## src/design/pcie_rst_pkg.sv

```systemverilog
// Behaviour
// - Narrow core I/O except reference, clock out and power-on reset is core-clock synchronous.
// - Generic PIPE narrow builds pass the synchronised reference clock to the core clock output.
// - Transceiver narrow builds derive a 125 MHz core clock output from reference.
// - Wide variant derives a 250 MHz core clock output from the reference clock.
// - Narrow variant gives an application clock of 125 or 62.5 MHz.
// - Active-low asynchronous power-on reset initialises sticky registers, PLL and serializer.
// - Sticky registers clear only on power-on reset, surviving all other resets.
// - With 100 or 156.25 MHz reference, core clock output stays low during power-on reset.
// - Narrow: active-high synchronous datapath reset clears datapath state machines.
// - Narrow: active-high synchronous configuration reset clears non-sticky configuration registers.
// - Wide only: one active-low asynchronous reset clears configuration and datapath.
// - Low-power-exit indication goes low when training leaves L2, high otherwise.
// - Hot-reset-exit indication pulses low one cycle on leaving hot reset.
// - Link-down indication goes low when link layer drops from up to down.
package pcie_rst_pkg;
  // Core clock period in nanoseconds
  localparam int CLK_PERIOD_NS = 100;

  // Link training state codes watched for exit events
  localparam int          LTSSM_W         = 5;
  localparam logic [4:0]  LTSSM_L2        = 5'h15;
  localparam logic [4:0]  LTSSM_HOT_RESET = 5'h1f;

  // Reference clock selection strap codes
  localparam logic [1:0]  REF_100         = 2'h0;
  localparam logic [1:0]  REF_125         = 2'h1;
  localparam logic [1:0]  REF_156         = 2'h2;

  // Strap bit positions in the synchronised pin bundle
  localparam int          STRAP_W         = 6;
  localparam int          POS_PIPE        = 0;
  localparam int          POS_WIDE        = 1;
  localparam int          POS_SLOW        = 2;
  localparam int          POS_REF_LO      = 3;
  localparam int          POS_REF_HI      = 4;
  localparam int          POS_REFCLK      = 5;

  // Configuration register widths and reset values
  localparam int          CFG_W           = 16;
  localparam logic [15:0] STICKY_RESET    = 16'h0000;
  localparam logic [15:0] CFG_RESET       = 16'h0000;

  // Clock divider half periods in core clock cycles
  localparam int          CORE_HALF       = 2;
  localparam int          WIDE_HALF       = 1;
  localparam int          APP_SLOW_HALF   = 4;
  localparam int          DIV_W           = 8;

  typedef enum logic [1:0] {
    DP_IDLE,
    DP_ACTIVE,
    DP_DRAIN
  } dp_state_t;
endpackage

```

## src/design/bit_sync.sv

```systemverilog
`timescale 1ns/1ps
module bit_sync #(
  parameter int W = 1
) (
  input  wire logic         clk_i,
  input  wire logic         nrst_i,
  input  wire logic         ce_i,
  input  wire logic [W-1:0] d_i,
  output logic      [W-1:0] q_o
);
  logic [W-1:0] stage1;
  logic [W-1:0] stage2;
  logic [W-1:0] next_stage1;
  logic [W-1:0] next_stage2;

  assign q_o = stage2;

  // Two flops per bit; only the second stage is read outside
  for (genvar i = 0; i < W; i++) begin : g_bit
    always_comb begin
      next_stage1[i] = ce_i ? d_i[i] : stage1[i];
      next_stage2[i] = ce_i ? stage1[i] : stage2[i];
    end

    always_ff @(posedge clk_i or negedge nrst_i) begin
      if (!nrst_i) begin
        stage1[i] <= 1'b0;
        stage2[i] <= 1'b0;
      end else begin
        stage1[i] <= next_stage1[i];
        stage2[i] <= next_stage2[i];
      end
    end
  end
endmodule

```

## src/design/clk_div.sv

```systemverilog
`timescale 1ns/1ps
module clk_div
  import pcie_rst_pkg::*;
#(
  parameter int HALF = 2
) (
  input  wire logic clk_i,
  input  wire logic nrst_i,
  input  wire logic ce_i,
  input  wire logic run_i,
  output logic      clk_o
);
  localparam logic [DIV_W-1:0] LAST = DIV_W'(HALF - 1);

  logic [DIV_W-1:0] count;
  logic [DIV_W-1:0] next_count;
  logic             level;
  logic             next_level;

  assign clk_o = level;

  // Toggle every HALF cycles while running, park low when stopped
  always_comb begin
    next_count = count;
    next_level = level;
    if (ce_i) begin
      if (!run_i) begin
        next_count = '0;
        next_level = 1'b0;
      end else if (count == LAST) begin
        next_count = '0;
        next_level = ~level;
      end else begin
        next_count = count + 1'b1;
      end
    end
  end

  always_ff @(posedge clk_i or negedge nrst_i) begin
    if (!nrst_i) begin
      count <= '0;
      level <= 1'b0;
    end else begin
      count <= next_count;
      level <= next_level;
    end
  end
endmodule

```

## src/design/pcie_core_clock_reset_ctrl.sv

```systemverilog
`timescale 1ns/1ps
module pcie_core_clock_reset_ctrl
  import pcie_rst_pkg::*;
(
  input  wire logic               clk_i,
  input  wire logic               nrst_i,
  input  wire logic               ce_i,
  input  wire logic               ref_clock_i,
  input  wire logic               pipe_mode_i,
  input  wire logic               wide_variant_i,
  input  wire logic               app_clk_slow_i,
  input  wire logic [1:0]         ref_sel_i,
  input  wire logic               dp_reset_i,
  input  wire logic               cfg_reset_i,
  input  wire logic               wide_reset_n_i,
  input  wire logic [LTSSM_W-1:0] ltssm_state_i,
  input  wire logic               dl_up_i,
  input  wire logic               dp_enable_i,
  input  wire logic               sticky_wr_i,
  input  wire logic               cfg_wr_i,
  input  wire logic [CFG_W-1:0]   wr_data_i,
  output logic                    core_clock_out_o,
  output logic                    wide_core_clock_out_o,
  output logic                    app_clk_o,
  output logic                    low_power_exit_n_o,
  output logic                    hot_reset_exit_n_o,
  output logic                    link_down_exit_n_o,
  output logic [CFG_W-1:0]        sticky_o,
  output logic [CFG_W-1:0]        cfg_o,
  output logic [1:0]              dp_state_o
);
  // Synchronised strap pins and reference clock level
  logic [STRAP_W-1:0] pins_raw;
  logic [STRAP_W-1:0] pins_sync;

  // Straps captured once after power-on release
  logic               strap_done;
  logic               strap_pipe;
  logic               strap_wide;
  logic               strap_slow;
  logic [1:0]         strap_ref;
  logic               next_strap_done;
  logic               next_strap_pipe;
  logic               next_strap_wide;
  logic               next_strap_slow;
  logic [1:0]         next_strap_ref;

  // Wide combined reset, asserted asynchronously, released synchronously
  logic               wide_rst_n_comb;
  logic               wide_rst_ok;
  logic               dp_clear;
  logic               cfg_clear;

  // Divided clocks
  logic               narrow_run;
  logic               wide_run;
  logic               slow_run;
  logic               core_div;
  logic               wide_div;
  logic               slow_div;
  logic               core_clk_q;
  logic               wide_clk_q;
  logic               app_clk_q;
  logic               next_core_clk;
  logic               next_wide_clk;
  logic               next_app_clk;

  // Exit event detection
  logic [LTSSM_W-1:0] ltssm_q;
  logic               dl_up_q;
  logic               lp_exit_n;
  logic               hot_exit_n;
  logic               link_down_n;
  logic [LTSSM_W-1:0] next_ltssm;
  logic               next_dl_up;
  logic               next_lp_exit_n;
  logic               next_hot_exit_n;
  logic               next_link_down_n;

  // Configuration space and datapath state
  logic [CFG_W-1:0]   sticky;
  logic [CFG_W-1:0]   cfg;
  logic [CFG_W-1:0]   next_sticky;
  logic [CFG_W-1:0]   next_cfg;
  dp_state_t          dp_state;
  dp_state_t          next_dp_state;

  // Pin bundle into the synchroniser
  always_comb begin
    pins_raw             = '0;
    pins_raw[POS_PIPE]   = pipe_mode_i;
    pins_raw[POS_WIDE]   = wide_variant_i;
    pins_raw[POS_SLOW]   = app_clk_slow_i;
    pins_raw[POS_REF_LO] = ref_sel_i[0];
    pins_raw[POS_REF_HI] = ref_sel_i[1];
    pins_raw[POS_REFCLK] = ref_clock_i;
  end

  bit_sync #(
    .W      (STRAP_W)
  ) u_pin_sync (
    .clk_i  (clk_i),
    .nrst_i (nrst_i),
    .ce_i   (ce_i),
    .d_i    (pins_raw),
    .q_o    (pins_sync)
  );

  // Reset synchroniser for the wide combined reset pin
  assign wide_rst_n_comb = nrst_i & wide_reset_n_i;

  bit_sync #(
    .W      (1)
  ) u_wide_rst_sync (
    .clk_i  (clk_i),
    .nrst_i (wide_rst_n_comb),
    .ce_i   (ce_i),
    .d_i    (1'b1),
    .q_o    (wide_rst_ok)
  );

  // Catch straps once the synchronised pins are settled after release
  always_comb begin
    next_strap_done = strap_done;
    next_strap_pipe = strap_pipe;
    next_strap_wide = strap_wide;
    next_strap_slow = strap_slow;
    next_strap_ref  = strap_ref;
    if (ce_i && !strap_done && wide_rst_ok) begin
      next_strap_done = 1'b1;
      next_strap_pipe = pins_sync[POS_PIPE];
      next_strap_wide = pins_sync[POS_WIDE];
      next_strap_slow = pins_sync[POS_SLOW];
      next_strap_ref  = pins_sync[POS_REF_HI:POS_REF_LO];
    end
  end

  always_ff @(posedge clk_i or negedge nrst_i) begin
    if (!nrst_i) begin
      strap_done <= 1'b0;
      strap_pipe <= 1'b0;
      strap_wide <= 1'b0;
      strap_slow <= 1'b0;
      strap_ref  <= REF_100;
    end else begin
      strap_done <= next_strap_done;
      strap_pipe <= next_strap_pipe;
      strap_wide <= next_strap_wide;
      strap_slow <= next_strap_slow;
      strap_ref  <= next_strap_ref;
    end
  end

  // Divider enables per variant
  assign narrow_run = strap_done & ~strap_wide;
  assign wide_run   = strap_done & strap_wide;
  assign slow_run   = narrow_run & strap_slow;

  clk_div #(
    .HALF   (CORE_HALF)
  ) u_core_div (
    .clk_i  (clk_i),
    .nrst_i (nrst_i),
    .ce_i   (ce_i),
    .run_i  (narrow_run),
    .clk_o  (core_div)
  );

  clk_div #(
    .HALF   (WIDE_HALF)
  ) u_wide_div (
    .clk_i  (clk_i),
    .nrst_i (nrst_i),
    .ce_i   (ce_i),
    .run_i  (wide_run),
    .clk_o  (wide_div)
  );

  clk_div #(
    .HALF   (APP_SLOW_HALF)
  ) u_slow_div (
    .clk_i  (clk_i),
    .nrst_i (nrst_i),
    .ce_i   (ce_i),
    .run_i  (slow_run),
    .clk_o  (slow_div)
  );

  // Clock output selection, all parked low until straps are known
  always_comb begin
    next_core_clk = core_clk_q;
    next_wide_clk = wide_clk_q;
    next_app_clk  = app_clk_q;
    if (ce_i) begin
      next_core_clk = 1'b0;
      next_wide_clk = 1'b0;
      next_app_clk  = 1'b0;
      if (narrow_run && strap_pipe) begin
        next_core_clk = pins_sync[POS_REFCLK];
      end else if (narrow_run) begin
        next_core_clk = core_div;
      end
      if (wide_run) begin
        next_wide_clk = wide_div;
      end
      if (narrow_run) begin
        next_app_clk = strap_slow ? slow_div : core_div;
      end
    end
  end

  // Async power-on reset holds every clock output low
  always_ff @(posedge clk_i or negedge nrst_i) begin
    if (!nrst_i) begin
      core_clk_q <= 1'b0;
      wide_clk_q <= 1'b0;
      app_clk_q  <= 1'b0;
    end else begin
      core_clk_q <= next_core_clk;
      wide_clk_q <= next_wide_clk;
      app_clk_q  <= next_app_clk;
    end
  end

  // Exit indications: one-cycle low pulse on each leaving transition
  always_comb begin
    next_ltssm       = ltssm_q;
    next_dl_up       = dl_up_q;
    next_lp_exit_n   = lp_exit_n;
    next_hot_exit_n  = hot_exit_n;
    next_link_down_n = link_down_n;
    if (ce_i) begin
      next_ltssm       = ltssm_state_i;
      next_dl_up       = dl_up_i;
      next_lp_exit_n   = !(ltssm_q == LTSSM_L2 &&
                           ltssm_state_i != LTSSM_L2);
      next_hot_exit_n  = !(ltssm_q == LTSSM_HOT_RESET &&
                           ltssm_state_i != LTSSM_HOT_RESET);
      next_link_down_n = !(dl_up_q && !dl_up_i);
    end
  end

  always_ff @(posedge clk_i or negedge nrst_i) begin
    if (!nrst_i) begin
      ltssm_q     <= '0;
      dl_up_q     <= 1'b0;
      lp_exit_n   <= 1'b1;
      hot_exit_n  <= 1'b1;
      link_down_n <= 1'b1;
    end else begin
      ltssm_q     <= next_ltssm;
      dl_up_q     <= next_dl_up;
      lp_exit_n   <= next_lp_exit_n;
      hot_exit_n  <= next_hot_exit_n;
      link_down_n <= next_link_down_n;
    end
  end

  // Variant-dependent reset sources for datapath and configuration
  assign dp_clear  = strap_wide ? ~wide_rst_ok : dp_reset_i;
  assign cfg_clear = strap_wide ? ~wide_rst_ok : cfg_reset_i;

  // Sticky and non-sticky configuration registers
  always_comb begin
    next_sticky = sticky;
    next_cfg    = cfg;
    if (ce_i) begin
      if (sticky_wr_i) begin
        next_sticky = wr_data_i;
      end
      if (cfg_clear) begin
        next_cfg = CFG_RESET;
      end else if (cfg_wr_i) begin
        next_cfg = wr_data_i;
      end
    end
  end

  // Sticky state only knows the power-on reset
  always_ff @(posedge clk_i or negedge nrst_i) begin
    if (!nrst_i) begin
      sticky <= STICKY_RESET;
      cfg    <= CFG_RESET;
    end else begin
      sticky <= next_sticky;
      cfg    <= next_cfg;
    end
  end

  // Datapath state machine
  always_comb begin
    next_dp_state = dp_state;
    if (ce_i) begin
      if (dp_clear) begin
        next_dp_state = DP_IDLE;
      end else begin
        case (dp_state)
          DP_IDLE: begin
            if (dp_enable_i) begin
              next_dp_state = DP_ACTIVE;
            end
          end
          DP_ACTIVE: begin
            if (!dp_enable_i) begin
              next_dp_state = DP_DRAIN;
            end
          end
          DP_DRAIN: begin
            next_dp_state = DP_IDLE;
          end
          default: begin
            next_dp_state = DP_IDLE;
          end
        endcase
      end
    end
  end

  always_ff @(posedge clk_i or negedge nrst_i) begin
    if (!nrst_i) begin
      dp_state <= DP_IDLE;
    end else begin
      dp_state <= next_dp_state;
    end
  end

  // All outputs come from flops on the core clock
  assign core_clock_out_o      = core_clk_q;
  assign wide_core_clock_out_o = wide_clk_q;
  assign app_clk_o             = app_clk_q;
  assign low_power_exit_n_o    = lp_exit_n;
  assign hot_reset_exit_n_o    = hot_exit_n;
  assign link_down_exit_n_o    = link_down_n;
  assign sticky_o              = sticky;
  assign cfg_o                 = cfg;
  assign dp_state_o            = dp_state;
endmodule

```

## config.mk

```make
export PLATFORM = sky130hd
export DESIGN_NAME = pcie_core_clock_reset_ctrl
export DESIGN_NICKNAME = d
export VERILOG_FILES = /design/src/design/pcie_rst_pkg.sv /design/src/design/bit_sync.sv /design/src/design/clk_div.sv /design/src/design/pcie_core_clock_reset_ctrl.sv
export SDC_FILE = /design/constraint.sdc
export NUM_CORES = 1
export LEC_CHECK = 0
export BUFFER_PORTS_ARGS = -buffer_cell sky130_fd_sc_hd__buf_2
export CORE_ASPECT_RATIO = 0.7
export CORE_MARGIN = 2
export CORE_UTILIZATION = 50
export DETAILED_ROUTE_END_ITERATION = 8
export PLACE_DENSITY = 0.73
export SLEW_MARGIN = 20
export SYNTH_ARGS = -nofsm -noshare
export SYNTH_HDL_FRONTEND = slang
export SYNTH_HIERARCHICAL = 1
export SYNTH_SLANG_ARGS = --single-unit
```

## constraint.sdc

```tcl
create_clock -name clk_i -period 1.66 [get_ports clk_i]
set_clock_uncertainty 0.2 [all_clocks]
set_input_delay 0 -clock clk_i [delete_from_list [all_inputs] [get_ports clk_i]]
set_output_delay 0 -clock clk_i [all_outputs]
set_load 0.02 [all_outputs]
```

==> results of run 1 <==
per-stage QoR:
| stage | setup TNS (ns) | instance area (sq um) | std cells | util [%] |
|---|---|---|---|---|
| after floorplan | -0.556 | 3970 | 342 | - |
| after global placement | -0.723 | 4760 | 552 | 61.5 |
| after detailed placement | -1.41 | 4760 | 552 | 61.5 |
| after CTS | -1.32 | 5500 | 610 | 71.1 |
| after global routing | -2.45 | 5590 | 612 | 72.2 |
| final | -1.39 | 5590 | 612 | 72.2 |
layer usage:
metal / up-vias / GRT usage, % / part of all wire [%]
met1: 1601 / 32.0 / 44
met3: 12 / 7.31 / 6.8
met4: 0 / 8.35 / 1.4
met5: - / 0 / 0
li1: 1536 / - / -
met2: 131 / 35.5 / 48
report_power, final:
part           internal (mW)  switching (mW)
clock                   1.17           0.809
sequential              2.46           0.313
combinational          0.845           0.885
what timing repair did:
action,in CTS,in global routing
setup buffers,2,3
hold endpoints to repair,138,25
gates resized for setup,13,17
setup endpoints to repair,14,26
pin swaps,8,10
registers in the layout, summed over array words and instances (netlist names), 2 cells and up:
| register | flops |
|---|---|
| sticky_o | 16 |
| u_core_div/count | 8 |
| dp_state_o | 2 |
| u_pin_sync/stage1 | 4 |
| ltssm_q | 5 |
| u_slow_div/count | 8 |
| u_wide_div/count | 8 |
| cfg_o | 16 |
| u_pin_sync/q_o | 4 |
worst reg2reg max path, stage by stage, from the launching register on:
cell and delay, ns:
dfrtp_1 0.40, inv_2 0.08, ha_4 0.12, or4b_4 0.49, o21ai_4 0.16, or2_4 0.18
o311ai_4 0.08
area by class of cell:
| cell class | count | share of cell area (%) |
|---|---|---|
| repair buffers | 163 | 21.1 |
| multi-input cells | 230 | 31.7 |
| clock buffers | 9 | 2.22 |
| flip-flops and latches | 87 | 39.1 |
| clock inverters | 7 | 2.66 |
| well taps | 101 | 2.26 |
| inverters | 15 | 1.01 |
path summary, 6_finish.rpt:
kind                                                       from                                 end  slack [ns]  cells past startpoint
min in group clk_i                                  sticky_wr_i            sticky_o[13]$_DFFE_PN0P_        0.02                      4
worst max register to register  u_wide_div/count[1]$_DFFE_PN0P_     u_wide_div/count[6]$_DFFE_PN0P_       -0.18                      6
worst max-delay path            u_wide_div/count[1]$_DFFE_PN0P_     u_wide_div/count[6]$_DFFE_PN0P_       -0.18                      6
max in group asynchronous                        wide_reset_n_i  u_wide_rst_sync/stage1$_DFFE_PN0P_        0.20                      5
worst min-delay path                                     nrst_i       u_pin_sync/q_o[2]$_DFFE_PN0P_       -0.09                      2
worst min register to register              dl_up_q$_DFFE_PN0P_      link_down_exit_n_o$_DFFE_PN1P_        0.24                      1
placed cells by master (no fill, tap or decap), types with 3 or more instances in the layout:
cell,count
nor2_1,10
nor3_2,5
nand4_1,7
nand3_1,13
and3_1,4
mux2_2,27
ha_4,3
o21ai_1,3
buf_2,73
dfstp_2,3
buf_4,47
dlygate4sd3_1,39
xnor2_1,4
bufinv_16,4
inv_2,3
mux2i_1,5
a21oi_1,23
inv_1,12
o21ai_0,7
nand2b_1,6
o22ai_1,4
nand2_1,48
o2bb2ai_1,3
buf_12,3
mux2_4,8
clkbuf_8,9
dfrtp_1,82
==> results.py, run 1 <==
metrics = {
    "yosys": {
        "synth_area_per_cell_sq_um": 11.5,
        "synth_nets": 384,
        "synthesis.area_sq_um": 3940,
        "yosysWarnings": 6,
        "synth_cells": 342,
    },
    "sta": {
        "hold_viol": 25,
        "setup_violations": 12,
        "hold_slack_ns": -0.0933,
        "max_freq_mhz": 544,
        "slew_violations": 0,
        "layout_setup_ws_ns": -0.177,
        "fin_crit_sh_pct": 111,
        "period_needed_ns": 1.84,
        "rsz0062_at_grt": "yes",
    },
    "worst_setup_path": {
        "start_kind": "flop",
        "crit_slowest_cell": "or4b_4",
        "crit_path_cell_trace": "inv_2, ha_4, or4b_4, o21ai_4, or2_4, o311ai_4",
        "path_max_fanout": 4,
        "critical_path_required_ns": 1.69,
        "max_stage_delay_ns": 0.49,
        "cp_num_buf_inv": 1,
        "cp.arrival_ns": 1.86,
        "end_kind": "flop",
        "cp_top_family": "simple AND/OR/NAND/NOR gates",
        "worstSetupPathType": "flop to flop",
    },
    "pwr": {
        "peakVddDrop_mv": 0.744,
        "powerDensity_nw_per_um2": 1160,
        "power_leakage_nw": 2.62,
        "p_total_mw": 6.48,
    },
    "global_routing": {
        "grt_first_pass_wirelength_mm": 15.5,
        "grt_start_max_net_pins": 33,
        "grt_antenna_before_repair": 0,
        "overflow": 0,
        "track_usage_pct": 23.5,
        "first_global_vias": 3247,
    },
    "floorplan": {
        "die_x_microns": 110,
        "die-area_sq_um": 8610,
        "core_area_sq_um": 7740,
        "start_util_pct": 50.9,
        "ios": 77,
        "chipHeight_microns": 78.2,
        "std_cell_rows": 27,
    },
    "layout": {
        "layout-drive-gt1-share_pct": 41.7,
        "antenna_cells": 0,
        "filler_cell_count": 506,
        "nets": 548,
        "syn_to_final_growth_pct": 42.0,
        "regArea_sq_um": 2180,
        "multi_input_area_sq_um": 1770,
    },
    "run": {
        "cap_violations": 0,
    },
    "placed_design": {
        "dp_slack_ns": -0.189,
        "io_buffers": 74,
        "gp_congestion": 0.821,
        "hpwl_mm": 6.12,
    },
    "drt": {
        "drt_iter0_drc": 202,
        "dr.pass1.iters": 5,
        "routedWlPerCell_microns": 16.3,
        "viasPerCell": 5.36,
        "wl_mm": 9.96,
        "drc": 0,
        "postRouteAntennaNets": 0,
        "vias": 3280,
    },
    "cts": {
        "clk_pin_slew_ns": 0.10,
        "cts_hold_buf": 40,
        "root_buffer": "clkbuf_8",
        "clk_latency_ns": 0.36,
        "cts_buffers": 9,
        "cts_max_path_buffers": 2,
        "htreeDepth": 3,
        "tritoncts": "yes",
        "cts_sinks": 87,
    },
    "hold_path": {
        "min_path_type": "input port to asynchronous set/reset pin",
    },
    "outcome": {
        "violations": "hold timing, setup timing",
        "status": "finished with violations",
    },
}
No activity file was read; power rests on OpenSTA's default activity.
==> run 2, diff against run 1 <==
--- a/config.mk
+++ b/config.mk
@@ -6,7 +6,7 @@
 export NUM_CORES = 1
 export LEC_CHECK = 0
 export BUFFER_PORTS_ARGS = -buffer_cell sky130_fd_sc_hd__buf_2
-export CORE_ASPECT_RATIO = 0.7
+export CORE_ASPECT_RATIO = 1.1
 export CORE_MARGIN = 2
 export CORE_UTILIZATION = 50
 export DETAILED_ROUTE_END_ITERATION = 8
==> run 2 against run 1 <==
  * Sequential cell count is the same
  * Via count down 0.98%
  * Routed wire length shrank 4.8%
  * The flow still finishes with violations (hold timing, setup timing)
  * Largest power group unchanged
  * Core utilization is 0.50 points higher
==> results.py, run 2 (synthesized netlist as in run 1, its figures left out) <==
metrics = {
    "hold_path": {
        "min_path_type": "input port to asynchronous set/reset pin",
    },
    "layout": {
        "final_cell_mix": "84 x dfrtp_1, 73 x buf_2, 53 x buf_4",
        "filler_cell_count": 506,
        "antenna_cells": 0,
        "stdcell_area_sq_um": 5500,
        "final_util_pct": 72.7,
        "multi_input_area_sq_um": 1750,
        "final_common_cell": "dfrtp_1",
        "syn_to_final_growth_pct": 39.7,
        "layout-drive-gt1-share_pct": 42.7,
        "regArea_sq_um": 2180,
        "nets": 550,
    },
    "worst_setup_path": {
        "rrSetupSlack_ns": -0.19,
        "cp_top_family": "simple AND/OR/NAND/NOR gates",
        "end_kind": "flop",
        "critical_path_required_ns": 1.71,
        "cp.arrival_ns": 1.90,
        "path_max_fanout": 3,
        "cp_num_buf_inv": 1,
        "crit_slowest_cell": "or4b_4",
        "crit_path_cell_trace": "inv_2, ha_4, or4b_4, o21ai_2, o31ai_2, a22o_1",
        "start_kind": "flop",
        "max_stage_delay_ns": 0.49,
        "worstSetupPathType": "flop to flop",
    },
    "placed_design": {
        "hpwl_mm": 5.90,
        "dpl_cell_area_sq_um": 4730,
        "dp_slack_ns": -0.149,
        "gp_congestion": 0.818,
        "io_buffers": 74,
    },
    "sta": {
        "rsz0062_at_grt": "yes",
        "layout_setup_ws_ns": -0.190,
        "setup_violations": 12,
        "max_freq_mhz": 541,
        "slew_violations": 0,
        "hold_viol": 23,
        "fin_crit_sh_pct": 111,
        "hold_slack_ns": -0.100,
        "period_needed_ns": 1.85,
    },
    "global_routing": {
        "grt_antenna_before_repair": 0,
        "grt_start_max_net_pins": 33,
        "track_usage_pct": 22.9,
        "first_global_vias": 3354,
        "grt_first_pass_wirelength_mm": 15.4,
        "overflow": 0,
    },
    "cts": {
        "htreeDepth": 3,
        "clk_latency_ns": 0.37,
        "cts_buffers": 9,
        "cts_hold_buf": 37,
        "tritoncts": "yes",
        "cts_max_path_buffers": 2,
        "clk_pin_slew_ns": 0.10,
        "root_buffer": "clkbuf_8",
        "cts_sinks": 87,
    },
    "drt": {
        "dr.pass1.iters": 5,
        "viasPerCell": 5.26,
        "vias": 3248,
        "postRouteAntennaNets": 0,
        "drt_iter0_drc": 94,
        "drc": 0,
        "wl_mm": 9.49,
        "routedWlPerCell_microns": 15.4,
    },
    "floorplan": {
        "ios": 77,
        "chipHeight_microns": 97.0,
        "start_util_pct": 52.1,
        "die_x_microns": 88.6,
        "core_area_sq_um": 7560,
        "std_cell_rows": 33,
        "die-area_sq_um": 8600,
    },
    "run": {
        "cap_violations": 0,
    },
    "pwr": {
        "clkPwrFrac_pct": 24.4,
        "peakVddDrop_mv": 0.656,
        "combPwrFrac_pct": 30.1,
        "powerDensity_nw_per_um2": 1090,
        "sw_frac_of_total_pct": 34.0,
        "seqPwrFrac_pct": 45.5,
        "p_switching_mw": 2.04,
        "power_leakage_nw": 2.59,
        "p_int_mw": 3.95,
    },
    "outcome": {
        "violations": "hold timing, setup timing",
        "status": "finished with violations",
    },
}
## run 2: cell count changes in the layout (fill, tap and decap cells not counted), sizes merged
| cell | delta |
|---|---|
| inv | +1 |
| clkinvlp | +1 |
| dlygate4sd3 | -3 |
| clkinv | +2 |
| buf | +5 |
| bufinv | -4 |
## run 2: final timing paths
| check | depth (start not counted) | from | end |
|---|---|---|---|
| max | 6 | u_wide_div/count[0]$_DFFE_PN0P_ | u_wide_div/clk_o$_DFFE_PN0P_ |
| min | 2 | nrst_i | u_wide_div/count[6]$_DFFE_PN0P_ |
| max reg2reg | 6 | u_wide_div/count[0]$_DFFE_PN0P_ | u_wide_div/clk_o$_DFFE_PN0P_ |
| min reg2reg | 1 | dl_up_q$_DFFE_PN0P_ | link_down_exit_n_o$_DFFE_PN1P_ |
| max in group asynchronous | 5 | wide_reset_n_i | u_wide_rst_sync/q_o$_DFFE_PN0P_ |
| min in group clk_i | 3 | ce_i | u_slow_div/count[7]$_DFFE_PN0P_ |
## run 2: layout make-up
class	instances	area share [%]
clock buffers	9	2.25
clock inverters	7	1.37
inverters	15	1.02
multi-input cells	230	31.9
flip-flops and latches	87	39.7
well taps	105	2.39
repair buffers	165	21.4
## run 2: metrics by stage
step / total power [mW] / setup TNS (ns) / instances
3_5_place_dp: 4.26 / -1.36 / 553
6_report: 5.99 / -1.43 / 618
5_1_grt: 6.31 / -2.34 / 618
4_1_cts: 5.90 / -1.11 / 613
3_3_place_gp: 4.20 / -0.651 / 553
2_1_floorplan: 3.60 / -0.556 / 342
## run 2: timing repair
action,CTS,global route
setup buffers,7,7
hold endpoints to repair,140,23
gates resized for setup,12,15
setup endpoints to repair,17,24
pin swaps,8,11
## run 2: power groups by stage
stage | clock (mW) | combinational [mW] | sequential [mW]
floorplan | 0 | 0.673 | 2.93
global placement | 0 | 1.47 | 2.73
detailed placement | 0 | 1.52 | 2.74
CTS | 1.49 | 1.69 | 2.71
global route | 1.58 | 1.95 | 2.78
finish | 1.46 | 1.80 | 2.73
## run 2: per-layer routing
| metal | vias to the layer above | part of all wire (%) | GRT usage (%) |
|---|---|---|---|
| met5 | - | 0 | 0 |
| met1 | 1597 | 42 | 28.9 |
| met3 | 14 | 5.2 | 5.63 |
| met4 | 0 | 1.5 | 8.28 |
| met2 | 88 | 51 | 37.8 |
| li1 | 1549 | - | - |
==> run 3, diff against run 2 <==
--- a/config.mk
+++ b/config.mk
@@ -5,12 +5,16 @@
 export SDC_FILE = /design/constraint.sdc
 export NUM_CORES = 1
 export LEC_CHECK = 0
+export ABC_CLOCK_PERIOD_IN_PS = 1660
 export BUFFER_PORTS_ARGS = -buffer_cell sky130_fd_sc_hd__buf_2
+export CELL_PAD_IN_SITES_DETAIL_PLACEMENT = 0
+export CELL_PAD_IN_SITES_GLOBAL_PLACEMENT = 1
 export CORE_ASPECT_RATIO = 1.1
 export CORE_MARGIN = 2
-export CORE_UTILIZATION = 50
+export CORE_UTILIZATION = 39
 export DETAILED_ROUTE_END_ITERATION = 8
-export PLACE_DENSITY = 0.73
+export PLACE_DENSITY = 0.72
+export REMOVE_ABC_BUFFERS = 1
 export SLEW_MARGIN = 20
 export SYNTH_ARGS = -nofsm -noshare
 export SYNTH_HDL_FRONTEND = slang
==> run 3 against run 2 <==
  * The run still ends with hold timing, setup timing left
  * Critical path depth unchanged
  * Combinational power down 3%
  * Clock-buffer cell count unchanged
  * Sequential share of layout area down 0.91 points
  * Sequential cell count unchanged
  * Global-route usage down 4.4 points
  * Final cell count up 4.0%
  * Final area up 2.3%
  * Power up 2.0%
  * Clock power up 12%
  * Register-to-register slack better by 0.02 ns
  * Sequential power about the same
  * Critical path type unchanged
  * Critical endpoint is now u_wide_div/count[6]$_DFFE_PN0P_
  * Largest cell class unchanged
  * Highest routed layer unchanged
==> results.py, run 3 (synthesized netlist as in run 1, its figures left out) <==
metrics = {
    "run": {
        "cap_violations": 0,
    },
    "drt": {
        "dr.pass1.iters": 4,
        "vias": 3210,
        "drt_iter0_drc": 114,
        "wl_mm": 9.42,
        "viasPerCell": 4.99,
        "postRouteAntennaNets": 0,
        "drc": 0,
        "routedWlPerCell_microns": 14.6,
    },
    "global_routing": {
        "track_usage_pct": 18.5,
        "grt_first_pass_wirelength_mm": 16.0,
        "grt_start_max_net_pins": 40,
        "overflow": 0,
        "first_global_vias": 3300,
        "grt_antenna_before_repair": 0,
    },
    "pwr": {
        "seqPwrFrac_pct": 44.7,
        "p_int_mw": 4.19,
        "p_switching_mw": 1.92,
        "peakVddDrop_mv": 0.660,
        "combPwrFrac_pct": 28.5,
        "clkPwrFrac_pct": 26.8,
        "sw_frac_of_total_pct": 31.4,
        "p_total_mw": 6.11,
        "powerDensity_nw_per_um2": 1090,
        "power_leakage_nw": 2.64,
    },
    "worst_setup_path": {
        "crit_path_cell_trace": "inv_2, ha_4, or4b_4, o21ai_4, or2_4, o311ai_2",
        "rrSetupSlack_ns": -0.17,
        "r2r-start": "u_wide_div/count[1]$_DFFE_PN0P_",
        "crit_slowest_cell": "or4b_4",
        "cp_num_buf_inv": 1,
        "cp.arrival_ns": 1.85,
        "max_stage_delay_ns": 0.48,
        "reg2regPathDepth": 6,
        "cp_top_family": "simple AND/OR/NAND/NOR gates",
        "end_kind": "flop",
        "reg2reg_to": "u_wide_div/count[6]$_DFFE_PN0P_",
        "worstSetupPathType": "flop to flop",
        "start_kind": "flop",
        "path_max_fanout": 4,
        "critical_path_required_ns": 1.68,
    },
    "sta": {
        "slew_violations": 0,
        "period_needed_ns": 1.83,
        "hold_slack_ns": -0.0741,
        "fin_crit_sh_pct": 110,
        "max_freq_mhz": 547,
        "rsz0062_at_grt": "yes",
        "layout_setup_ws_ns": -0.167,
        "hold_viol": 25,
        "setup_violations": 13,
    },
    "outcome": {
        "violations": "hold timing, setup timing",
        "status": "finished with violations",
    },
    "layout": {
        "final_cell_mix": "84 x dfrtp_1, 73 x buf_2, 51 x buf_4",
        "final_common_cell": "dfrtp_1",
        "multi_input_area_sq_um": 1740,
        "regArea_sq_um": 2180,
        "layout-drive-gt1-share_pct": 40.7,
        "antenna_cells": 0,
        "syn_to_final_growth_pct": 43.0,
        "filler_cell_count": 839,
        "nets": 560,
    },
    "placed_design": {
        "hpwl_mm": 6.09,
        "dp_slack_ns": -0.179,
        "gp_congestion": 0.776,
        "io_buffers": 74,
    },
    "cts": {
        "clk_latency_ns": 0.36,
        "cts_max_path_buffers": 2,
        "tritoncts": "yes",
        "cts_buffers": 9,
        "clk_pin_slew_ns": 0.09,
        "root_buffer": "clkbuf_8",
        "htreeDepth": 3,
        "cts_sinks": 87,
    },
    "floorplan": {
        "core_area_sq_um": 9840,
        "start_util_pct": 40.0,
        "chipHeight_microns": 109,
        "ios": 77,
        "die_x_microns": 99.8,
        "die-area_sq_um": 10900,
        "std_cell_rows": 38,
    },
    "hold_path": {
        "min_path_type": "input port to asynchronous set/reset pin",
    },
}
run 3: cell count changes in the layout (fill, tap and decap cells not counted), sizes merged:
cell	change
dlygate4sd3	+11
buf	-1
bufinv	+2
inv	-2
run 3: per-stage QoR:
step                cell area (sq um)  std cells  util [%]  setup TNS, ns  hold WS (ns)
finish                           5630        643      57.2          -1.22       -0.0741
global placement                 4740        571      48.2         -0.957        -0.307
detailed placement               4740        571      48.2          -1.30        -0.294
global route                     5630        643      57.2          -2.29       -0.0451
CTS                              5540        639      56.3          -1.22       -0.0468
floorplan                        3850        332         -          -1.47        -0.496
run 3: how the worst max path moves through the flow:
stage | from | to | slack (ns) | depth (start not counted)
finish | u_wide_div/count[1]$_DFFE_PN0P_ | u_wide_div/count[6]$_DFFE_PN0P_ | -0.17 | 6
global route | u_wide_div/count[1]$_DFFE_PN0P_ | u_wide_div/count[6]$_DFFE_PN0P_ | -0.24 | 6
CTS | u_wide_div/count[1]$_DFFE_PN0P_ | u_wide_div/count[6]$_DFFE_PN0P_ | -0.15 | 6
detailed placement | u_wide_div/count[0]$_DFFE_PN0P_ | u_wide_div/count[6]$_DFFE_PN0P_ | -0.18 | 6
global placement | u_wide_div/count[0]$_DFFE_PN0P_ | u_wide_div/count[6]$_DFFE_PN0P_ | -0.14 | 6
floorplan | u_wide_div/count[0]$_DFFE_PN0P_ | u_wide_div/count[6]$_DFFE_PN0P_ | -0.18 | 6
run 3: power by group through the flow:
stage	Clock (mW)	Combinational, mW	Sequential, mW
2_1_floorplan	0	0.608	2.91
3_3_place_gp	0	1.45	2.72
6_report	1.63	1.74	2.73
4_1_cts	1.69	1.66	2.72
5_1_grt	1.78	1.90	2.78
3_5_place_dp	0	1.46	2.73
run 3: final cells by class:
| cell class | count | share of cell area, % |
|---|---|---|
| inverters | 15 | 1.00 |
| multi-input cells | 230 | 30.9 |
| flip-flops and latches | 87 | 38.8 |
| clock inverters | 7 | 1.69 |
| repair buffers | 175 | 22.8 |
| clock buffers | 9 | 2.20 |
| well taps | 120 | 2.67 |
run 3: worst register-to-register path, cell delays in order (launching register included):
cell	delay (ns)
dfrtp_1	0.40
inv_2	0.09
ha_4	0.12
or4b_4	0.48
o21ai_4	0.16
or2_4	0.17
o311ai_2	0.09
run 3: repair_timing:
action                     CTS  global route
setup endpoints to repair   16            28
setup buffers                5             4
pin swaps                   11             8
gates resized for setup     17            14
hold endpoints to repair   141             8
hold buffers                47             1
run 3: routing by layer:
layer	track usage (%)	vias to the layer above	part of all wire, %
met5	0	-	0
met3	4.13	9	4.4
li1	-	1559	-
met1	23.8	1574	44
met2	30.6	68	50
met4	7.63	0	1.2
